==> src/rsw_params.svh <==
// constants for the reset source and watchdog block
`ifndef RSW_PARAMS_SVH
`define RSW_PARAMS_SVH

// register byte offsets
`define RSW_OFS_CTRL     8'h00
`define RSW_OFS_SERVICE  8'h04
`define RSW_OFS_TEST     8'h08
`define RSW_OFS_CONFIG   8'h0C
`define RSW_OFS_STATUS   8'h10

// field positions
`define RSW_CTRL_RATE_LO 0
`define RSW_CTRL_CWE     3
`define RSW_TEST_INHIBIT 0
`define RSW_CFG_PENDING  0
`define RSW_CFG_ACTIVE   1

// service sequence codes
`define RSW_SVC_ARM      8'h55
`define RSW_SVC_CLEAR    8'hAA

// reset vectors, normal and special modes
`define RSW_VEC_PIN_N    16'hFFFE
`define RSW_VEC_CM_N     16'hFFFC
`define RSW_VEC_WD_N     16'hFFFA
`define RSW_VEC_PIN_S    16'hBFFE
`define RSW_VEC_CM_S     16'hBFFC
`define RSW_VEC_WD_S     16'hBFFA

// timing, in bus clock (E) ticks unless named otherwise
`define RSW_E_DIV        8'd4
`define RSW_POR_TICKS    12'd4064
`define RSW_DRIVE_TICKS  3'd4
`define RSW_GAP_TICKS    3'd2
`define RSW_RATE_WINDOW  7'd64
`define RSW_WD_BASE      32768
`define RSW_CLK_NS       10
`define RSW_CM_DELAY_NS  20000
`define RSW_CM_CYCLES    (`RSW_CM_DELAY_NS / `RSW_CLK_NS)

// axi answers
`define RSW_RESP_OKAY    2'h0
`define RSW_RESP_SLVERR  2'h2

`endif

==> src/rsw_pkg.sv <==
// types for the reset source and watchdog block
package rsw_pkg;

    // sequencer states
    typedef enum logic [2:0] {
        ST_POR,
        ST_PINWAIT,
        ST_DRIVE,
        ST_GAP,
        ST_RUN
    } rsw_state_e;

    // reset cause as reported
    typedef enum logic [1:0] {
        CAUSE_PIN,
        CAUSE_CM,
        CAUSE_WD
    } rsw_cause_e;

    // axi4-lite master to slave
    typedef struct packed {
        logic        awvalid;
        logic [7:0]  awaddr;
        logic        wvalid;
        logic [31:0] wdata;
        logic [3:0]  wstrb;
        logic        bready;
        logic        arvalid;
        logic [7:0]  araddr;
        logic        rready;
    } rsw_axi_req_s;

    // axi4-lite slave to master
    typedef struct packed {
        logic        awready;
        logic        wready;
        logic        bvalid;
        logic [1:0]  bresp;
        logic        arready;
        logic        rvalid;
        logic [31:0] rdata;
        logic [1:0]  rresp;
    } rsw_axi_rsp_s;

endpackage : rsw_pkg

==> src/rsw_reset_ctl.sv <==
// reset sources, watchdog and clock monitor with axi4-lite registers
//
// Implementation choices: the address map and the AXI4-Lite slave port.
`timescale 1ns/100ps
`default_nettype none
`include "rsw_params.svh"

// Notes on behaviour
// - any reset holds cpu, loads start vector
// - power-on holds reset 4064 bus ticks
// - pin low after delay keeps reset
// - pin and power-on share one vector
// - drive reset pin low four ticks
// - sample pin two ticks after release
// - disable bit takes effect after reset
// - special modes start watchdog inhibited
// - timebase E over 2^15 times factor
// - rate select resets to zero
// - rate writable once, first 64 ticks, in normal mode; any time in special mode
// - 55 then AA clears watchdog
// - other accesses allowed between both writes
// - unserviced watchdog timeout forces reset
// - clock monitor resets on missing clock
// - fail below 10 kHz, pass 200 kHz
// - watchdog stops when clock stops
// - stop with monitor enabled resets
// - vectors per cause, special uses BFxx
// - monitor enable read/write, reset clears
// - disable bit 0 enables watchdog
module rsw_reset_ctl #(
    parameter int WD_BASE = `RSW_WD_BASE
) (
    // clock and power-on reset
    input  wire logic              clock,
    input  wire logic              resetn,
    // reset pin, open drain
    input  wire logic              rst_pin_i,
    output logic                   rst_pin_o,
    output logic                   rst_pin_oe,
    // cpu side
    input  wire logic              special_mode,
    input  wire logic              stop_mode,
    input  wire logic              clock_fail,
    output logic                   cpu_reset_n,
    output logic [15:0]            start_vector,
    // register bus
    input  wire rsw_pkg::rsw_axi_req_s axi_req,
    output rsw_pkg::rsw_axi_rsp_s  axi_rsp
);

    ////////////////////////////////////////////////////////////////
    // declarations
    rsw_pkg::rsw_state_e state_q;
    rsw_pkg::rsw_cause_e cause_q;
    rsw_pkg::rsw_cause_e pend_q;
    logic [7:0]  div_q;
    logic        e_tick;
    logic        running;
    logic [11:0] tick_cnt_q;
    logic        pend_int_q;
    logic [1:0]  rate_q;
    logic        rate_done_q;
    logic [6:0]  win_cnt_q;
    logic        cwe_q;
    logic        inhibit_q;
    logic        cfg_q;
    logic        wd_dis_q;
    logic        mode_q;
    logic        armed_q;
    logic [20:0] wd_cnt_q;
    logic        wd_fire;
    logic        sense, drive_end, gap_end;
    logic [10:0] cm_cnt_q;
    logic        cm_fire;
    logic        wr_take;
    logic        rd_take;
    logic [7:0]  wr_byte;
    logic        awready_q;
    logic        bvalid_q;
    logic [1:0]  bresp_q;
    logic        arready_q;
    logic        rvalid_q;
    logic [31:0] rdata_q;
    logic [1:0]  rresp_q;
    logic        cpu_reset_n_q;
    logic        pin_oe_q;
    logic [15:0] vector_q;

    // watchdog limit for a rate setting
    function automatic logic [20:0] wd_limit(input logic [1:0] rate);
        logic [20:0] base;
        base = 21'(WD_BASE);
        return base << {rate, 1'b0};
    endfunction : wd_limit

    // vector for a cause and mode
    function automatic logic [15:0] pick_vector(
        input rsw_pkg::rsw_cause_e cause,
        input logic                special
    );
        logic [15:0] v;
        v = special ? `RSW_VEC_PIN_S : `RSW_VEC_PIN_N;
        if (cause == rsw_pkg::CAUSE_CM) begin
            v = special ? `RSW_VEC_CM_S : `RSW_VEC_CM_N;
        end else if (cause == rsw_pkg::CAUSE_WD) begin
            v = special ? `RSW_VEC_WD_S : `RSW_VEC_WD_N;
        end
        return v;
    endfunction : pick_vector

    ////////////////////////////////////////////////////////////////
    // bus clock divider
    // E ticks vanish while the clock is halted or too slow
    always_ff @(posedge clock or negedge resetn) begin
        if (!resetn) begin
            div_q <= 8'h00;
        end else if (div_q == `RSW_E_DIV - 8'h01) begin
            div_q <= 8'h00;
        end else begin
            div_q <= div_q + 8'h01;
        end
    end

    assign running = (state_q == rsw_pkg::ST_RUN);
    // stop halts E only while the cpu runs
    assign e_tick  = (div_q == 8'h00) && !clock_fail
                   && !(stop_mode && running);
    // reset sensed while running, and step ends
    assign sense     = !rst_pin_i || wd_fire || cm_fire;
    assign drive_end = e_tick && tick_cnt_q == 12'(`RSW_DRIVE_TICKS - 3'd1);
    assign gap_end   = e_tick && tick_cnt_q == 12'(`RSW_GAP_TICKS - 3'd1);

    ////////////////////////////////////////////////////////////////
    // reset sequencer
    always_ff @(posedge clock or negedge resetn) begin
        if (!resetn) begin
            state_q    <= rsw_pkg::ST_POR;
            tick_cnt_q <= 12'h000;
        end else begin
            unique case (state_q)
                rsw_pkg::ST_POR: begin
                    if (e_tick) begin
                        tick_cnt_q <= tick_cnt_q + 12'h001;
                    end
                    if (e_tick && tick_cnt_q == `RSW_POR_TICKS - 12'h001) begin
                        state_q <= rsw_pkg::ST_PINWAIT;
                    end
                end
                rsw_pkg::ST_PINWAIT: begin
                    tick_cnt_q <= 12'h000;
                    if (rst_pin_i) begin
                        state_q <= rsw_pkg::ST_RUN;
                    end
                end
                rsw_pkg::ST_DRIVE: begin
                    if (e_tick) begin
                        tick_cnt_q <= tick_cnt_q + 12'h001;
                    end
                    if (drive_end) begin
                        state_q    <= rsw_pkg::ST_GAP;
                        tick_cnt_q <= 12'h000;
                    end
                end
                rsw_pkg::ST_GAP: begin
                    if (e_tick) begin
                        tick_cnt_q <= tick_cnt_q + 12'h001;
                    end
                    if (gap_end) begin
                        tick_cnt_q <= 12'h000;
                        state_q    <= rst_pin_i ? rsw_pkg::ST_RUN : rsw_pkg::ST_PINWAIT;
                    end
                end
                rsw_pkg::ST_RUN: begin
                    tick_cnt_q <= 12'h000;
                    if (sense) begin
                        state_q <= rsw_pkg::ST_DRIVE;
                    end
                end
            endcase
        end
    end

    // pending internal cause, monitor has priority over watchdog
    always_ff @(posedge clock or negedge resetn) begin
        if (!resetn) begin
            pend_int_q <= 1'b0;
            pend_q     <= rsw_pkg::CAUSE_PIN;
        end else if (running) begin
            pend_int_q <= wd_fire || cm_fire;
            pend_q     <= cm_fire ? rsw_pkg::CAUSE_CM : rsw_pkg::CAUSE_WD;
        end
    end

    // cause and vector, fixed at the sample point
    always_ff @(posedge clock or negedge resetn) begin
        if (!resetn) begin
            cause_q  <= rsw_pkg::CAUSE_PIN;
            vector_q <= `RSW_VEC_PIN_N;
        end else if (state_q == rsw_pkg::ST_POR) begin
            cause_q  <= rsw_pkg::CAUSE_PIN;
            vector_q <= pick_vector(rsw_pkg::CAUSE_PIN, special_mode);
        end else if (state_q == rsw_pkg::ST_GAP && gap_end) begin
            // low pin at sample means outside reset
            if (!rst_pin_i || !pend_int_q) begin
                cause_q  <= rsw_pkg::CAUSE_PIN;
                vector_q <= pick_vector(rsw_pkg::CAUSE_PIN, special_mode);
            end else begin
                cause_q  <= pend_q;
                vector_q <= pick_vector(pend_q, special_mode);
            end
        end
    end

    // pin drive and cpu hold come straight from flops
    always_ff @(posedge clock or negedge resetn) begin
        if (!resetn) begin
            pin_oe_q      <= 1'b0;
            cpu_reset_n_q <= 1'b0;
        end else begin
            pin_oe_q      <= running && sense
                             || (state_q == rsw_pkg::ST_DRIVE && !drive_end);
            cpu_reset_n_q <= running && !sense
                             || (state_q == rsw_pkg::ST_PINWAIT && rst_pin_i)
                             || (state_q == rsw_pkg::ST_GAP && rst_pin_i && gap_end);
        end
    end

    ////////////////////////////////////////////////////////////////
    // values latched while the cpu is held in reset
    always_ff @(posedge clock or negedge resetn) begin
        if (!resetn) begin
            wd_dis_q  <= 1'b0;
            mode_q    <= 1'b0;
            inhibit_q <= 1'b0;
        end else if (!cpu_reset_n_q) begin
            wd_dis_q  <= cfg_q;
            mode_q    <= special_mode;
            inhibit_q <= special_mode;
        end else if (wr_take && axi_req.awaddr == `RSW_OFS_TEST && axi_req.wstrb[0]) begin
            inhibit_q <= axi_req.wdata[`RSW_TEST_INHIBIT];
        end
    end

    // nonvolatile pending disable, survives internal resets
    always_ff @(posedge clock or negedge resetn) begin
        if (!resetn) begin
            cfg_q <= 1'b0;
        end else if (wr_take && axi_req.awaddr == `RSW_OFS_CONFIG && axi_req.wstrb[0]) begin
            cfg_q <= axi_req.wdata[`RSW_CFG_PENDING];
        end
    end

    // rate select and monitor enable
    always_ff @(posedge clock or negedge resetn) begin
        if (!resetn) begin
            rate_q      <= 2'h0;
            rate_done_q <= 1'b0;
            win_cnt_q   <= 7'h00;
            cwe_q       <= 1'b0;
        end else if (!cpu_reset_n_q) begin
            rate_q      <= 2'h0;
            rate_done_q <= 1'b0;
            win_cnt_q   <= 7'h00;
            cwe_q       <= 1'b0;
        end else begin
            if (e_tick && win_cnt_q != `RSW_RATE_WINDOW) begin
                win_cnt_q <= win_cnt_q + 7'h01;
            end
            if (wr_take && axi_req.awaddr == `RSW_OFS_CTRL && axi_req.wstrb[0]) begin
                cwe_q <= axi_req.wdata[`RSW_CTRL_CWE];
                if (mode_q || (!rate_done_q && win_cnt_q != `RSW_RATE_WINDOW)) begin
                    rate_q      <= axi_req.wdata[`RSW_CTRL_RATE_LO +: 2];
                    rate_done_q <= 1'b1;
                end
            end
        end
    end

    ////////////////////////////////////////////////////////////////
    // watchdog counter and service sequence
    assign wr_byte = axi_req.wdata[7:0];
    assign wd_fire = running && !wd_dis_q && !inhibit_q
                   && e_tick && wd_cnt_q >= wd_limit(rate_q) - 21'h1;

    always_ff @(posedge clock or negedge resetn) begin
        if (!resetn) begin
            wd_cnt_q <= 21'h000000;
            armed_q  <= 1'b0;
        end else if (!cpu_reset_n_q) begin
            wd_cnt_q <= 21'h000000;
            armed_q  <= 1'b0;
        end else begin
            if (wr_take && axi_req.awaddr == `RSW_OFS_SERVICE && axi_req.wstrb[0]) begin
                // other writes in between leave the arm standing
                if (wr_byte == `RSW_SVC_ARM) begin
                    armed_q <= 1'b1;
                end else if (wr_byte == `RSW_SVC_CLEAR && armed_q) begin
                    armed_q <= 1'b0;
                end
            end
            if (wr_take && axi_req.awaddr == `RSW_OFS_SERVICE && axi_req.wstrb[0]
                && wr_byte == `RSW_SVC_CLEAR && armed_q) begin
                wd_cnt_q <= 21'h000000;
            end else if (e_tick) begin
                // wraps while inhibited too, so enabling never waits for 2^21
                wd_cnt_q <= (wd_cnt_q >= wd_limit(rate_q) - 21'h1) ? 21'h0 : wd_cnt_q + 21'h1;
            end
        end
    end

    ////////////////////////////////////////////////////////////////
    // clock monitor: counts fast cycles since the last E tick
    // delay sits between the 200 kHz and 10 kHz periods
    assign cm_fire = running && cwe_q
                   && cm_cnt_q == 11'(`RSW_CM_CYCLES - 1);

    always_ff @(posedge clock or negedge resetn) begin
        if (!resetn) begin
            cm_cnt_q <= 11'h000;
        end else if (e_tick || !cwe_q || !running || cm_fire) begin
            cm_cnt_q <= 11'h000;
        end else begin
            cm_cnt_q <= cm_cnt_q + 11'h001;
        end
    end

    ////////////////////////////////////////////////////////////////
    // axi4-lite write: address and data taken together
    assign wr_take = awready_q;

    always_ff @(posedge clock or negedge resetn) begin
        if (!resetn) begin
            awready_q <= 1'b0;
            bvalid_q  <= 1'b0;
            bresp_q   <= `RSW_RESP_OKAY;
        end else begin
            awready_q <= axi_req.awvalid && axi_req.wvalid && !awready_q && !bvalid_q;
            if (awready_q) begin
                bvalid_q <= 1'b1;
                bresp_q  <= (axi_req.awaddr inside {`RSW_OFS_CTRL, `RSW_OFS_SERVICE, `RSW_OFS_TEST, `RSW_OFS_CONFIG})
                          ? `RSW_RESP_OKAY : `RSW_RESP_SLVERR;
            end else if (axi_req.bready) begin
                bvalid_q <= 1'b0;
            end
        end
    end

    // axi4-lite read
    assign rd_take = arready_q;

    always_ff @(posedge clock or negedge resetn) begin
        if (!resetn) begin
            arready_q <= 1'b0;
            rvalid_q  <= 1'b0;
            rdata_q   <= 32'h00000000;
            rresp_q   <= `RSW_RESP_OKAY;
        end else begin
            arready_q <= axi_req.arvalid && !arready_q && !rvalid_q;
            if (rd_take) begin
                rvalid_q <= 1'b1;
                rresp_q  <= `RSW_RESP_OKAY;
                rdata_q  <= 32'h00000000;
                unique case (axi_req.araddr)
                    `RSW_OFS_CTRL: begin
                        rdata_q[`RSW_CTRL_RATE_LO +: 2] <= rate_q;
                        rdata_q[`RSW_CTRL_CWE]         <= cwe_q;
                    end
                    `RSW_OFS_TEST: begin
                        rdata_q[`RSW_TEST_INHIBIT] <= inhibit_q;
                    end
                    `RSW_OFS_CONFIG: begin
                        rdata_q[`RSW_CFG_PENDING] <= cfg_q;
                        rdata_q[`RSW_CFG_ACTIVE]  <= wd_dis_q;
                    end
                    `RSW_OFS_STATUS: begin
                        rdata_q[1:0]   <= cause_q;
                        rdata_q[2]     <= mode_q;
                        rdata_q[3]     <= armed_q;
                        rdata_q[31:16] <= vector_q;
                    end
                    `RSW_OFS_SERVICE: begin
                        rdata_q <= 32'h00000000; // write only
                    end
                    default: begin
                        rresp_q <= `RSW_RESP_SLVERR;
                    end
                endcase
            end else if (axi_req.rready) begin
                rvalid_q <= 1'b0;
            end
        end
    end

    ////////////////////////////////////////////////////////////////
    // outputs
    assign rst_pin_o        = 1'b0;
    assign rst_pin_oe       = pin_oe_q;
    assign cpu_reset_n      = cpu_reset_n_q;
    assign start_vector     = vector_q;
    assign axi_rsp.awready  = awready_q;
    assign axi_rsp.wready   = awready_q;
    assign axi_rsp.bvalid   = bvalid_q;
    assign axi_rsp.bresp    = bresp_q;
    assign axi_rsp.arready  = arready_q;
    assign axi_rsp.rvalid   = rvalid_q;
    assign axi_rsp.rdata    = rdata_q;
    assign axi_rsp.rresp    = rresp_q;

endmodule : rsw_reset_ctl

`default_nettype wire

==> config.mk <==
export PLATFORM = sky130hd
export DESIGN_NAME = rsw_reset_ctl
export DESIGN_NICKNAME = d
export VERILOG_FILES = /design/src/rsw_pkg.sv /design/src/rsw_reset_ctl.sv
export VERILOG_INCLUDE_DIRS = /design/src
export SDC_FILE = /design/constraint.sdc
export NUM_CORES = 1
export LEC_CHECK = 0
export BUFFER_PORTS_ARGS = -buffer_cell sky130_fd_sc_hd__buf_4
export CORE_MARGIN = 2
export CORE_UTILIZATION = 55
export CTS_BUF_LIST = sky130_fd_sc_hd__clkbuf_2
export CTS_CLUSTER_DIAMETER = 60
export DETAILED_ROUTE_END_ITERATION = 8
export PLACE_DENSITY = 0.83
export SLEW_MARGIN = 20
export SYNTH_ARGS = -nofsm -noshare
export SYNTH_HDL_FRONTEND = slang
export SYNTH_SLANG_ARGS = --single-unit
==> constraint.sdc <==
create_clock -name clock -period 7.2 [get_ports clock]
set_clock_uncertainty 0.2 [all_clocks]
set_input_delay 2.16 -clock clock [delete_from_list [all_inputs] [get_ports clock]]
set_output_delay 2.16 -clock clock [all_outputs]
set_load 0.02 [all_outputs]
* After elaboration in Yosys (flattened, before gate mapping)
Index checks and enable logic that the tools add are counted.
Storage, ports and cells: bits in registers 122, bits of input ports 63, output and inout bits 60, logic and storage cells 200
Cells by class: $add $sub $neg 6, $lt $le $gt $ge 1, equal/unequal tests 33, shift operators 1, mux-type cells 56, reductions and logical operators 76
Operators by type and width (count):
- 2-to-1 mux 15 bit | 6
- 2-to-1 mux 21 bit | 4
- 2-to-1 mux 16 bit | 3
- one-hot mux 12 bit (4 select lines) | 1
- logical AND 1 bit | 37
- 2-to-1 mux 12 bit | 3
- == test 8 x 4 -> 1 bit (second input constant) | 4
- logical NOT 8 bit | 3
- adder 21 x 1 -> 21 bit (second input constant) | 1
- >= comparator 21 bit | 1
- left shift 16 x 3 -> 21 bit (first input constant) | 1
- subtractor 21 x 1 -> 21 bit (second input constant) | 1
- 2-to-1 mux 2 bit | 9
- 2-to-1 mux 3 bit | 6
- == test 8 x 3 -> 1 bit (second input constant) | 2
- 2-to-1 mux 1 bit | 16
- logical NOT 1 bit | 15
- one-hot mux 3 bit (5 select lines) | 1
- 2-to-1 mux 7 bit | 2
- adder 12 x 1 -> 12 bit (second input constant) | 1
- == test 12 x 1 -> 1 bit (second input constant) | 1
- == test 12 bit (second input constant) | 1
- == test 12 x 2 -> 1 bit (second input constant) | 1
- != test 2 x 1 -> 1 bit (second input constant) | 6
- 30 further kinds | 47

* Logic depth before layout (Yosys ltp)
Gate-level depths: netlist of the first run.
depth in word-level cells 12, depth in mapped cells 12, depth with buffers taken out 11

* Worst setup path after synthesis of the first run
No wires, ideal clock.
kind input-to-reg, start in axi_req[19] (netlist name), end reg wd_cnt_q[13], library setup time 0.064 ns, data arrival time 3.769 ns, data required time 6.936 ns, slack 3.167 ns, cell stages on the path 6, path buffers 0, cell sequence or4bb_1 nor3_1 a211oi_1 or3_1 a211oi_1 a21o_1
On the way: word-level cells in the longest chain between the ends 5, elaborated cells on any way between the ends 6, those cells by class eq/ne (2); mux (2); reduce/logical (2)
Ends and longest elaborated chain:
- from (decl) | line rsw_reset_ctl.sv:47 | input wire rsw_pkg::rsw_axi_req_s axi_req,
- == test 8 bit (no line) (*)
- logical AND 1 bit (no line) (*)
- logical AND 1 bit (*) | line rsw_reset_ctl.sv:301 | if (wr_take && axi_req.awaddr == `RSW_OFS_SERVICE && axi_req.wstrb[0]
- 2-to-1 mux 21 bit | line rsw_reset_ctl.sv:301
- 2-to-1 mux 21 bit | line rsw_reset_ctl.sv:289 | end else if (!cpu_reset_n_q) begin
- to (signal assigned) | line rsw_reset_ctl.sv:306 | wd_cnt_q <= (wd_cnt_q >= wd_limit(rate_q) - 21'h1) ? 21'h0 : wd_cnt_q + 21'h1;
- to (decl) | line rsw_reset_ctl.sv:70 | logic [20:0] wd_cnt_q;
Mark *: on every way between the ends. The rest lies on a longest branch, timed or not. A chain may end at the register's enable or synchronous reset.

* Final worst setup path of the first run
Same ends and word-level chain as after synthesis.

==> results of run 1 <==
## critical path, cell delays in order
cell,delay (ps)
buf_4,110
or4bb_1,510
nor3_1,370
a211oi_1,300
buf_4,240
or3_1,340
a211oi_1,240
a21o_1,110
## area by class of cell
type	instances	area (sq um)
repair buffers	70	526
multi-input cells	414	2540
clock buffers	9	45.0
inverters	21	78.8
clock inverters	7	56.3
flip-flops and latches	95	2380
well taps	129	161
fillers	763	3490
## registers in the layout (all words and copies together), names as in the netlist, 2 cells and up
signal	flops
win_cnt_q	7
state_q	3
tick_cnt_q	12
pend_q	2
rdata_q	8
wd_cnt_q	21
cm_cnt_q	11
start_vector	3
div_q	8
cause_q	2
rate_q	2
## placed cells by master (no fill, tap or decap), drive strengths merged, types with 5 or more instances in the layout
| master | count |
|---|---|
| nand2 | 41 |
| mux2i | 7 |
| o21ai | 23 |
| a21oi | 15 |
| nor3 | 14 |
| dfrtp | 92 |
| or4 | 6 |
| nand3 | 30 |
| xor2 | 17 |
| a21o | 6 |
| inv | 24 |
| clkbuf | 9 |
| and3 | 11 |
| ha | 13 |
| or3 | 7 |
| a22o | 10 |
| o2bb2ai | 5 |
| nor2 | 70 |
| a31oi | 8 |
| xnor2 | 20 |
| nor2b | 5 |
| buf | 70 |
| nor4 | 10 |
| nand4 | 21 |
| conb | 29 |
| nand2b | 5 |
| o31ai | 6 |
## how the worst max path moves through the flow
stage | startpoint | cells after the start | slack, ps | to
after floorplan | axi_req[19] | 6 | 3170 | wd_cnt_q[13]
after global placement | axi_req[19] | 8 | 2620 | wd_cnt_q[13]
after detailed placement | axi_req[19] | 8 | 2580 | wd_cnt_q[13]
after CTS | axi_req[19] | 8 | 3190 | wd_cnt_q[13]
after global routing | axi_req[15] | 8 | 3060 | wd_cnt_q[13]
final | axi_req[19] | 8 | 3140 | wd_cnt_q[13]
## cells by family after synthesis
| family | after synthesis |
|---|---|
| simple gates | 237 |
| flops | 95 |
| compound gates | 87 |
| buf+inv | 82 |
| xor+xnor | 37 |
| fa+ha+maj | 13 |
| mux | 11 |
| other cells | 2 |
## routing by layer
metal / vias up / global-route usage / part of all wire
li1: 2030 / - / -
met1: 2064 / 0.294 / 0.45
met2: 144 / 0.372 / 0.49
met3: 23 / 0.0233 / 0.046
met4: 0 / 0.0903 / 0.020
met5: - / 0 / 0
## power by group through the flow
stage | Clock, uW | Sequential [uW] | Combinational [uW]
after floorplan | 0 | 629 | 264
after global placement | 0 | 644 | 334
after detailed placement | 0 | 647 | 346
after CTS | 244 | 638 | 349
after global routing | 265 | 648 | 392
final | 237 | 639 | 350
## through the flow
step           std cells  hold WS (ps)
3_3_place_gp         729           241
5_1_grt              745           314
3_5_place_dp         729           262
4_1_cts              745           293
6_report             745           296
2_1_floorplan        591           225
==> metrics.md, run 1 <==
| Metric | Value |
|---|---|
| Biggest area consumer among synthesized cells | `dfrtp_1` |
| Final wirelength | `11,100 microns` |
| IO Pins | `123` |
| Setup TNS | `0 ps` |
| Post-synthesis simple-gate area fraction | `0.231` |
| Sequential area share after synthesis | `0.449` |
| Peak supply drop | `0.105 mV` |
| Hold Path Stages | `1` |
| Worst skew pair latency | `560 ps` |
| Hold Crit Endpoint | `awready_q` |
| Initial antenna violation count | `0` |
| First-pass iteration count of the detailed router | `7` |
| Root Driver | `clkbuf_2` |
| Post-CTS Setup Inserts | `0` |
| CTS tree | `built` |
| Library cells used by synthesis | `56` |
| Hold Fails Final Rpt | `0` |
| DP Area | `5690 sq um` |
| Number of flops mapped to enable cells by yosys | `0` |
| Post-Syn Instances | `564` |
| CTS buffer count | `9` |
| Relative slew slack | `0.249` |
| Unrepaired setup endpoints after global routing | `false` |
| Synthesized area | `5310 sq um` |
| Crit Path Class | `input pin to flop` |
| Diode count | `0` |
| Layout Utilization | `0.624` |
| Clock-pin slew on the worst setup and hold paths | `260 ps` |
| Combinational share of power | `0.286` |
| Core ar. | `9280 sq um` |
| Routed len/inst | `14.8 microns` |
| Critical Path Fanout Max | `7` |
| Cells on worst reg2reg path | `8` |
| Endpoint class of the critical path | `flop` |
| Tmin final | `4060 ps` |
| Peak Freq | `246 MHz` |
| Post-synthesis xor/xnor area fraction | `0.0611` |
| Hold Crit Start | `bvalid_q` |
| Buffers added on ports | `66` |
| P_leak | `0.00260 uW` |
| Multiplexer share of the synthesized area | `0.0217` |
| Share of cells above drive strength 1 | `0.169` |
| Vias in the first global route | `3,970` |
| Layout area overhead | `9.10%` |
| Chip width | `102 microns` |
| Final global-route overflow total | `0` |
| Starting Density | `0.572` |
| Flop pwr share | `0.521` |
| Crit Reg-Reg Endpoint | `wd_cnt_q[13]` |
| Number of synthesis warnings | `0` |
| Main combinational cell family by area after synthesis | `simple AND/OR/NAND/NOR gates` |
| Clock power share | `0.193` |
| Worst Setup Slack post-DPL | `2580 ps` |
| Arr. time, crit path | `4380 ps` |
| # hold bufs at CTS | `0` |
| Final setup violating endpoints | `0` |
| Top-count cell post-synth | `dfrtp_1` |
| Compound-Gate Fraction of Synth Area | `0.114` |
| Top cells by area, synth | `dfrtp_1 (43%), buf_4 (6.5%), nor2_1 (4.8%)` |
| Yosys reg bits | `95` |
| FFs w/ async S/R, synth | `1.00` |
| Routability congestion estimate | `0.838` |
| DRC errors left | `0` |
| Commonest cells post-synth | `dfrtp_1 (92), nor2_1 (68), buf_4 (46)` |
| First-pass GRT wire length | `18,400 microns` |
| FP Rows | `35` |
| Pins Over Slew Limit | `0` |
| FF-to-FF Start | `state_q[2]` |
| Power Dens Cells | `212 nW/um^2` |
| Outcome | `complete, no violations` |
| H-tree depth | `3` |
| Clock sinks | `95` |
| Die Ht | `102 microns` |
| Startpoint types | `input pin` |
| Initial DRC count | `256` |
| Fin area | `5790 sq um` |
| Internal power | `758 uW` |
| Post-cts sizing count | `0` |
| Sw frac | `0.382` |
| Final nets | `687` |
| Worst Tran Pin Value | `1130 ps` |
| Largest net degree at the start of global routing | `71` |
| Top-area cell type share of the netlist area | `0.434` |
| Final HPWL DP | `8140 microns` |
| DR vias | `4,261` |
| Vias/cell | `5.72` |
| Power Total | `1230 uW` |
| Mean area per synthesized cell | `9.41 sq um` |
| NetSw | `468 uW` |
| Post-synthesis adder-cell area fraction | `0.0306` |
| Top FF cell, synth | `dfrtp_1` |
| Worst Path Required | `7520 ps` |
| Fin crit share | `0.564` |
| Clk buf depth | `2` |
| Antenna Nets Post-Route | `0` |
| Maxcap violations | `0` |
| Total track usage | `0.221` |
| Final worst setup slack | `3140 ps` |
| Die Area | `10,500 sq um` |
| Worst R2R Setup Slack | `3720 ps` |
| Worst min-delay path category | `flop to flop` |
No activity file was read; power rests on OpenSTA's default activity.
==> run 2, diff against run 1 <==
ABC_AREA = 1   (was unset)
PLACE_DENSITY = 0.82   (was 0.83)
clock period = 4 ns   (was 7.2 ns; I/O delays follow)
==> metrics.md, run 2 <==
| Metric | Value |
|---|---|
| Routability congestion estimate | `0.953 (+14%)` |
| Tmin final | `2980 ps` |
| Crit path buf inv count | `1 (-1)` |
| Outcome | `complete, no violations` |
| Hold Crit Start | `rvalid_q` |
| Most frequent cells in the layout | `nand2_1 (143), inv_1 (110), dfrtp_1 (92)` |
| Crit Reg-Reg Endpoint | `wd_cnt_q[1]` |
| Starting Density | `0.563 (-0.00866)` |
| Setup TNS | `0 ps (unchanged)` |
| Slowest stage cell on the critical path | `dfrtp_1` |
| Worst Setup Slack post-DPL | `879 ps (-1700 ps)` |
| Unrepaired setup endpoints after global routing | `false` |
| Library cells used by synthesis | `48 (-14%)` |
| Worst min-delay path category | `flop to flop` |
| Hold_ws | `243 ps (-52.7 ps)` |
| Clk buf depth | `2 (unchanged)` |
| Top-count cell post-synth | `nand2_1` |
| DP Cell Count | `930 (+28%)` |
| P_leak | `0.00312 uW (+20%)` |
| Antenna Nets Post-Route | `0 (unchanged)` |
| Die Ht | `106 microns (+4.0%)` |
| Relative slew slack | `0.617 (+0.368)` |
| Peak Freq | `336 MHz` |
| Clock-pin slew on the worst setup and hold paths | `270 ps (about the same)` |
| Power Dens Cells | `417 nW/um^2 (+97%)` |
| Maxcap violations | `0 (unchanged)` |
| FP Rows | `37 (+5.7%)` |
| Critical Path Fanout Max | `17 (+10)` |
| Vias in the first global route | `4,819 (+21%)` |
| Chip width | `106 microns (+4.0%)` |
| Sequential area share after synthesis | `0.413 (-0.0353)` |
| CP Cell Sequence | `buf_4` |
| Mean area per synthesized cell | `7.65 sq um (-19%)` |
| CP top delay family | `flip-flops` |
| FF-to-FF Start | `rate_q[0]` |
| CTS tree | `built` |
| Top-area cell type share of the netlist area | `0.400 (-0.0341)` |
| Yosys reg bits | `95 (unchanged)` |
| Hold Path Stages | `1 (unchanged)` |
| Initial antenna violation count | `1 (+1)` |
| Hold Crit Endpoint | `arready_q` |
| Worst Path Required | `2600 ps (-4920 ps)` |
| Fin crit share | `0.744` |
| Buffers added on ports | `66 (unchanged)` |
| Arr. time, crit path | `1580 ps (-2800 ps)` |
| Root Driver | `clkbuf_2` |
| Die Area | `11,300 sq um (+8.2%)` |
| First-pass GRT wire length | `20,900 microns (+14%)` |
| Vias/cell | `5.26 (-8.1%)` |
| Top FF cell, synth | `dfrtp_1` |
| Biggest area consumer among synthesized cells | `dfrtp_1` |
| Peak supply drop | `0.325 mV (+210%)` |
| Post-cts sizing count | `0 (unchanged)` |
| Biggest register | `wd_cnt_q` |
| Commonest non-fill, non-tap cell in the layout | `nand2_1` |
| Routed len/inst | `12.7 microns (-14%)` |
| Number of flops mapped to enable cells by yosys | `0 (unchanged)` |
| Post-Syn Instances | `753 (+34%)` |
| Crit Path Class | `flop to primary output` |
| Commonest cells post-synth | `nand2_1 (143), inv_1 (110), dfrtp_1 (92)` |
| Share of cells above drive strength 1 | `0.142 (-0.0269)` |
| Biggest regs | `wd_cnt_q (21), tick_cnt_q (12), cm_cnt_q (11)` |
| Final wirelength | `12,100 microns (+9.2%)` |
| Worst R2R Setup Slack | `1110 ps (-2610 ps)` |
| Top cells by area, synth | `dfrtp_1 (40%), nand2_1 (9.3%), inv_1 (7.2%)` |
| Final HPWL DP | `9070 microns (+11%)` |
| Startpoint types | `flop` |
| CTS buffer count | `9 (unchanged)` |
| Final setup violating endpoints | `0 (unchanged)` |
| Synthesized area | `5760 sq um (+8.5%)` |
| First-pass iteration count of the detailed router | `5 (-2)` |
| Final global-route overflow total | `0 (unchanged)` |
| Hold Fails Final Rpt | `0 (unchanged)` |
| Final worst setup slack | `1020 ps (-2120 ps)` |
| Post-CTS Setup Inserts | `0 (unchanged)` |
| Worst Tran Pin Value | `575 ps (-551 ps)` |
| Clock sinks | `95 (unchanged)` |
| Cells on worst reg2reg path | `11 (+3)` |
| Final nets | `881 (+28%)` |
| Number of synthesis warnings | `0 (unchanged)` |
| Worst skew pair latency | `570 ps (about the same)` |
| Number of flip-flops under the largest register name | `21 (unchanged)` |
| FFs w/ async S/R, synth | `1.00 (unchanged)` |
| Finished Layout Cells | `947 (+27%)` |
| Total track usage | `0.225 (+0.00396)` |
| Pins Over Slew Limit | `0 (unchanged)` |
| Largest net degree at the start of global routing | `57 (-20%)` |
| DR vias | `4,977 (+17%)` |
| Initial DRC count | `267 (+4.3%)` |
| DRC errors left | `0 (unchanged)` |
| Layout area overhead | `9.10% (about the same)` |
| # hold bufs at CTS | `0 (unchanged)` |
| H-tree depth | `3 (unchanged)` |
| IO Pins | `123 (unchanged)` |
| Endpoint class of the critical path | `primary output` |
| Max incr delay on CP | `770 ps (+260 ps)` |
| Core ar. | `10,200 sq um (+10%)` |
run 2: kinds of logic after synthesis:
group | Yosys count | share of synthesized area
other cells | 2 | 0.00130
simple gates | 351 | 0.282
compound gates | 105 | 0.105
mux | 1 | 0.00174
fa+ha+maj | 13 | 0.0282
buf+inv | 168 | 0.141
flops | 95 | 0.413
xor+xnor | 18 | 0.0274
run 2: through the flow:
step,instance area [sq um],power (uW),util
6_report,6280,2620,0.614
2_1_floorplan,5860,1900,-
3_3_place_gp,6170,2100,0.603
4_1_cts,6280,2620,0.614
5_1_grt,6280,2810,0.614
3_5_place_dp,6170,2140,0.603
run 2: how the worst max path moves through the flow:
stage / slack [ps] / endpoint / startpoint / depth (start not counted)
final: 1020 / cpu_reset_n / cpu_reset_n / 1
after global routing: 910 / cpu_reset_n / cpu_reset_n / 1
after CTS: 1000 / cpu_reset_n / cpu_reset_n / 1
after detailed placement: 880 / wd_cnt_q[11] / axi_req[49] / 10
after global placement: 930 / wd_cnt_q[11] / axi_req[49] / 10
after floorplan: 1420 / wd_cnt_q[13] / axi_req[49] / 9
run 2: cell type report:
class | count | area (sq um)
fillers | 879 | 3950
multi-input cells | 517 | 2670
flip-flops and latches | 95 | 2380
repair buffers | 67 | 515
inverters | 115 | 432
well taps | 136 | 170
clock buffers | 12 | 60.1
clock inverters | 4 | 55.1
diodes | 1 | 2.50
run 2: report_power, final:
group          internal [uW]  switching (uW)
Combinational            291             597
Clock                    156             324
Sequential              1100             151
run 2: layer usage:
layer,routed length [microns],global-route usage,up-vias
li1,-,-,2464
met1,5280,0.286,2352
met2,5980,0.384,147
met3,671,0.0405,14
met4,138,0.0808,0
met5,0,0,-
==> run 3, diff against run 2 <==
ABC_AREA = 0   (was 1)
CORE_UTILIZATION = 51   (was 55)
PLACE_DENSITY = 0.81   (was 0.82)
clock period = 2.7 ns   (was 4 ns; I/O delays follow)
==> metrics.md, run 3 (synthesis gave the netlist of run 1 again) <==
| Metric | Value |
|---|---|
| Outcome | `complete, no violations` |
| Biggest register | `wd_cnt_q` |
| Core ar. | `10,200 sq um (unchanged)` |
| Maxcap violations | `0 (unchanged)` |
| Cells on worst reg2reg path | `13 (+2)` |
| Die Ht | `106 microns (-0.31%)` |
| H-tree depth | `3 (unchanged)` |
| Critical Path Fanout Max | `5 (-12)` |
| Antenna Nets Post-Route | `0 (unchanged)` |
| Number of flip-flops under the largest register name | `21 (unchanged)` |
| Clock-pin slew on the worst setup and hold paths | `280 ps (about the same)` |
| IO Pins | `123 (unchanged)` |
| DRC errors left | `0 (unchanged)` |
| CP Cell Sequence | `buf_4 -> nand2_2 -> ha_4 -> inv_1 -> ha_4 -> a21oi_2 -> nand2_2 -> a221oi_4 -> a21oi_4 -> buf_12 -> nor3_4 -> clkbuf_16 -> a21o_1` |
| Hold Path Stages | `2 (+1)` |
| Tmin final | `2620 ps` |
| Final nets | `730 (-17%)` |
| Pins Over Slew Limit | `0 (unchanged)` |
| Chip width | `106 microns (-0.31%)` |
| Final wirelength | `11,800 microns (-2.0%)` |
| Startpoint types | `flop` |
| Clk buf depth | `2 (unchanged)` |
| Biggest regs | `wd_cnt_q (21), tick_cnt_q (12), cm_cnt_q (11)` |
| Final global-route overflow total | `0 (unchanged)` |
| Vias in the first global route | `4,184 (-13%)` |
| Initial antenna violation count | `0 (-1)` |
| Total track usage | `0.216 (-0.00855)` |
| Commonest non-fill, non-tap cell in the layout | `buf_4` |
| Final setup violating endpoints | `0 (unchanged)` |
| Routed len/inst | `14.9 microns (+17%)` |
| Internal power | `2240 uW (+45%)` |
| Endpoint class of the critical path | `flop` |
| Worst R2R Setup Slack | `80 ps (-1030 ps)` |
| Hold Crit Endpoint | `rvalid_q` |
| Worst min-delay path category | `input pin to flop` |
| NetSw | `1380 uW (+29%)` |
| Die Area | `11,200 sq um (-0.61%)` |
| Peak supply drop | `0.245 mV (-25%)` |
| Most frequent cells in the layout | `buf_4 (106), dfrtp_1 (92), nor2_1 (66)` |
| Hold Crit Start | `axi_req[0]` |
| Starting Density | `0.519 (-0.0443)` |
| Buffers added on ports | `66 (unchanged)` |
| Diode count | `0 (-1)` |
| Crit Reg-Reg Endpoint | `wd_cnt_q[8]` |
| Power Total | `3630 uW (+38%)` |
| DR vias | `4,383 (-12%)` |
| Share of cells above drive strength 1 | `0.244 (+0.102)` |
| Combinational share of power | `0.362 (+0.023)` |
| FP Rows | `37 (unchanged)` |
| Setup TNS | `0 ps (unchanged)` |
| First-pass iteration count of the detailed router | `4 (-1)` |
| Worst Tran Pin Value | `511 ps (-64.0 ps)` |
| FF-to-FF Start | `rate_q[0]` |
| CTS buffer count | `9 (unchanged)` |
| Worst Path Required | `3050 ps (+450 ps)` |
| P_leak | `0.00285 uW (-8.5%)` |
| Sw frac | `0.381 (-0.0275)` |
| Clock power share | `0.181 (-0.002)` |
| DP Cell Count | `771 (-17%)` |
| Flop pwr share | `0.458 (-0.021)` |
| Layout area overhead | `18.9%` |
| Relative slew slack | `0.660 (+0.0427)` |
| Hold Fails Final Rpt | `0 (unchanged)` |
| Slowest stage cell on the critical path | `dfrtp_1` |
| Peak Freq | `382 MHz` |
| Initial DRC count | `345 (+29%)` |
| Vias/cell | `5.51 (+4.9%)` |
| First-pass GRT wire length | `19,600 microns (-6.1%)` |
| DP Area | `6000 sq um (-2.6%)` |
| Root Driver | `clkbuf_2` |
| Finished Layout Cells | `795 (-16%)` |
| Final HPWL DP | `8530 microns (-6.0%)` |
| Largest net degree at the start of global routing | `96 (+68%)` |
| Fin area | `6310 sq um (+0.42%)` |
| CTS tree | `built` |
| Worst skew pair latency | `610 ps (+40 ps)` |
| Arr. time, crit path | `2970 ps (+1390 ps)` |
| Routability congestion estimate | `0.862 (-9.5%)` |
| Clock sinks | `95 (unchanged)` |
| Max incr delay on CP | `450 ps (-320 ps)` |
| Final worst setup slack | `79.3 ps (-943 ps)` |
| Power Dens Cells | `574 nW/um^2 (+38%)` |
| Crit Path Class | `flop to flop` |
| Fin crit share | `0.971` |
| Worst Setup Slack post-DPL | `-161 ps (-1040 ps)` |
[run 3: cell count changes in the layout (fill, tap and decap cells not counted), sizes merged, moves of 20 or more]
cell and delta:
buf +43, inv -91, nand2 -105, nor2 -20, o21ai -31
[run 3: area by class of cell]
| class | instances | area, sq um |
|---|---|---|
| inverter | 21 | 78.8 |
| multi-input combinational | 414 | 2650 |
| timing repair buffer | 113 | 936 |
| clock buffer | 9 | 45.0 |
| fill | 818 | 3920 |
| clock inverter | 7 | 53.8 |
| tap | 136 | 170 |
| sequential | 95 | 2380 |
[run 3: stage by stage]
step / util / hold WS, ps
after floorplan: - / 225
after global placement: 0.587 / 241
after detailed placement: 0.587 / 258
after CTS: 0.600 / 129
after global routing: 0.617 / 92.0
final: 0.617 / 131
[run 3: power groups by stage]
stage,logic [uW],clock network (uW),registers (uW)
floorplan,707,0,1680
global placement,1150,0,1680
detailed placement,1190,0,1680
CTS,1200,664,1660
global route,1440,714,1680
finish,1310,654,1660
[run 3: worst max path at each step]
stage,slack [ps],end,cells past startpoint,start
after floorplan,20,wd_cnt_q[13],6,axi_req[19]
after CTS,9,wd_cnt_q[18],5,div_q[4]
after global routing,-30,wd_cnt_q[2],13,rate_q[0]
final,80,wd_cnt_q[8],13,rate_q[0]
after detailed placement,-160,wd_cnt_q[13],8,axi_req[49]
after global placement,-110,wd_cnt_q[13],8,axi_req[15]
[run 3: critical path, delay by kind of cell (launching register included)]
| family | cells | cell delay, ps |
|---|---|---|
| DFF | 1 | 450 |
| adders and majority gates | 2 | 280 |
| and+or+nand+nor | 3 | 370 |
| buffers and inverters | 4 | 560 |
| AOI/OAI and AO/OA | 4 | 720 |
[run 3: metal layers]
metal	track usage	vias to the layer above	wire length, microns
li1	-	2099	-
met1	0.277	2148	5130
met2	0.378	121	5970
met3	0.0325	15	482
met4	0.0714	0	244
met5	0	-	0
[run 3: repair_timing]
item / 4_1_cts / 5_1_grt
gates cloned: 0 / 2
endpoints found under the setup margin: 10 / 25
resized for setup: 1 / 16
endpoints found under the hold margin: 6 / 0
buffers inserted: 1 / 4
pin swaps: 1 / 10
hold buffers: 1 / 0
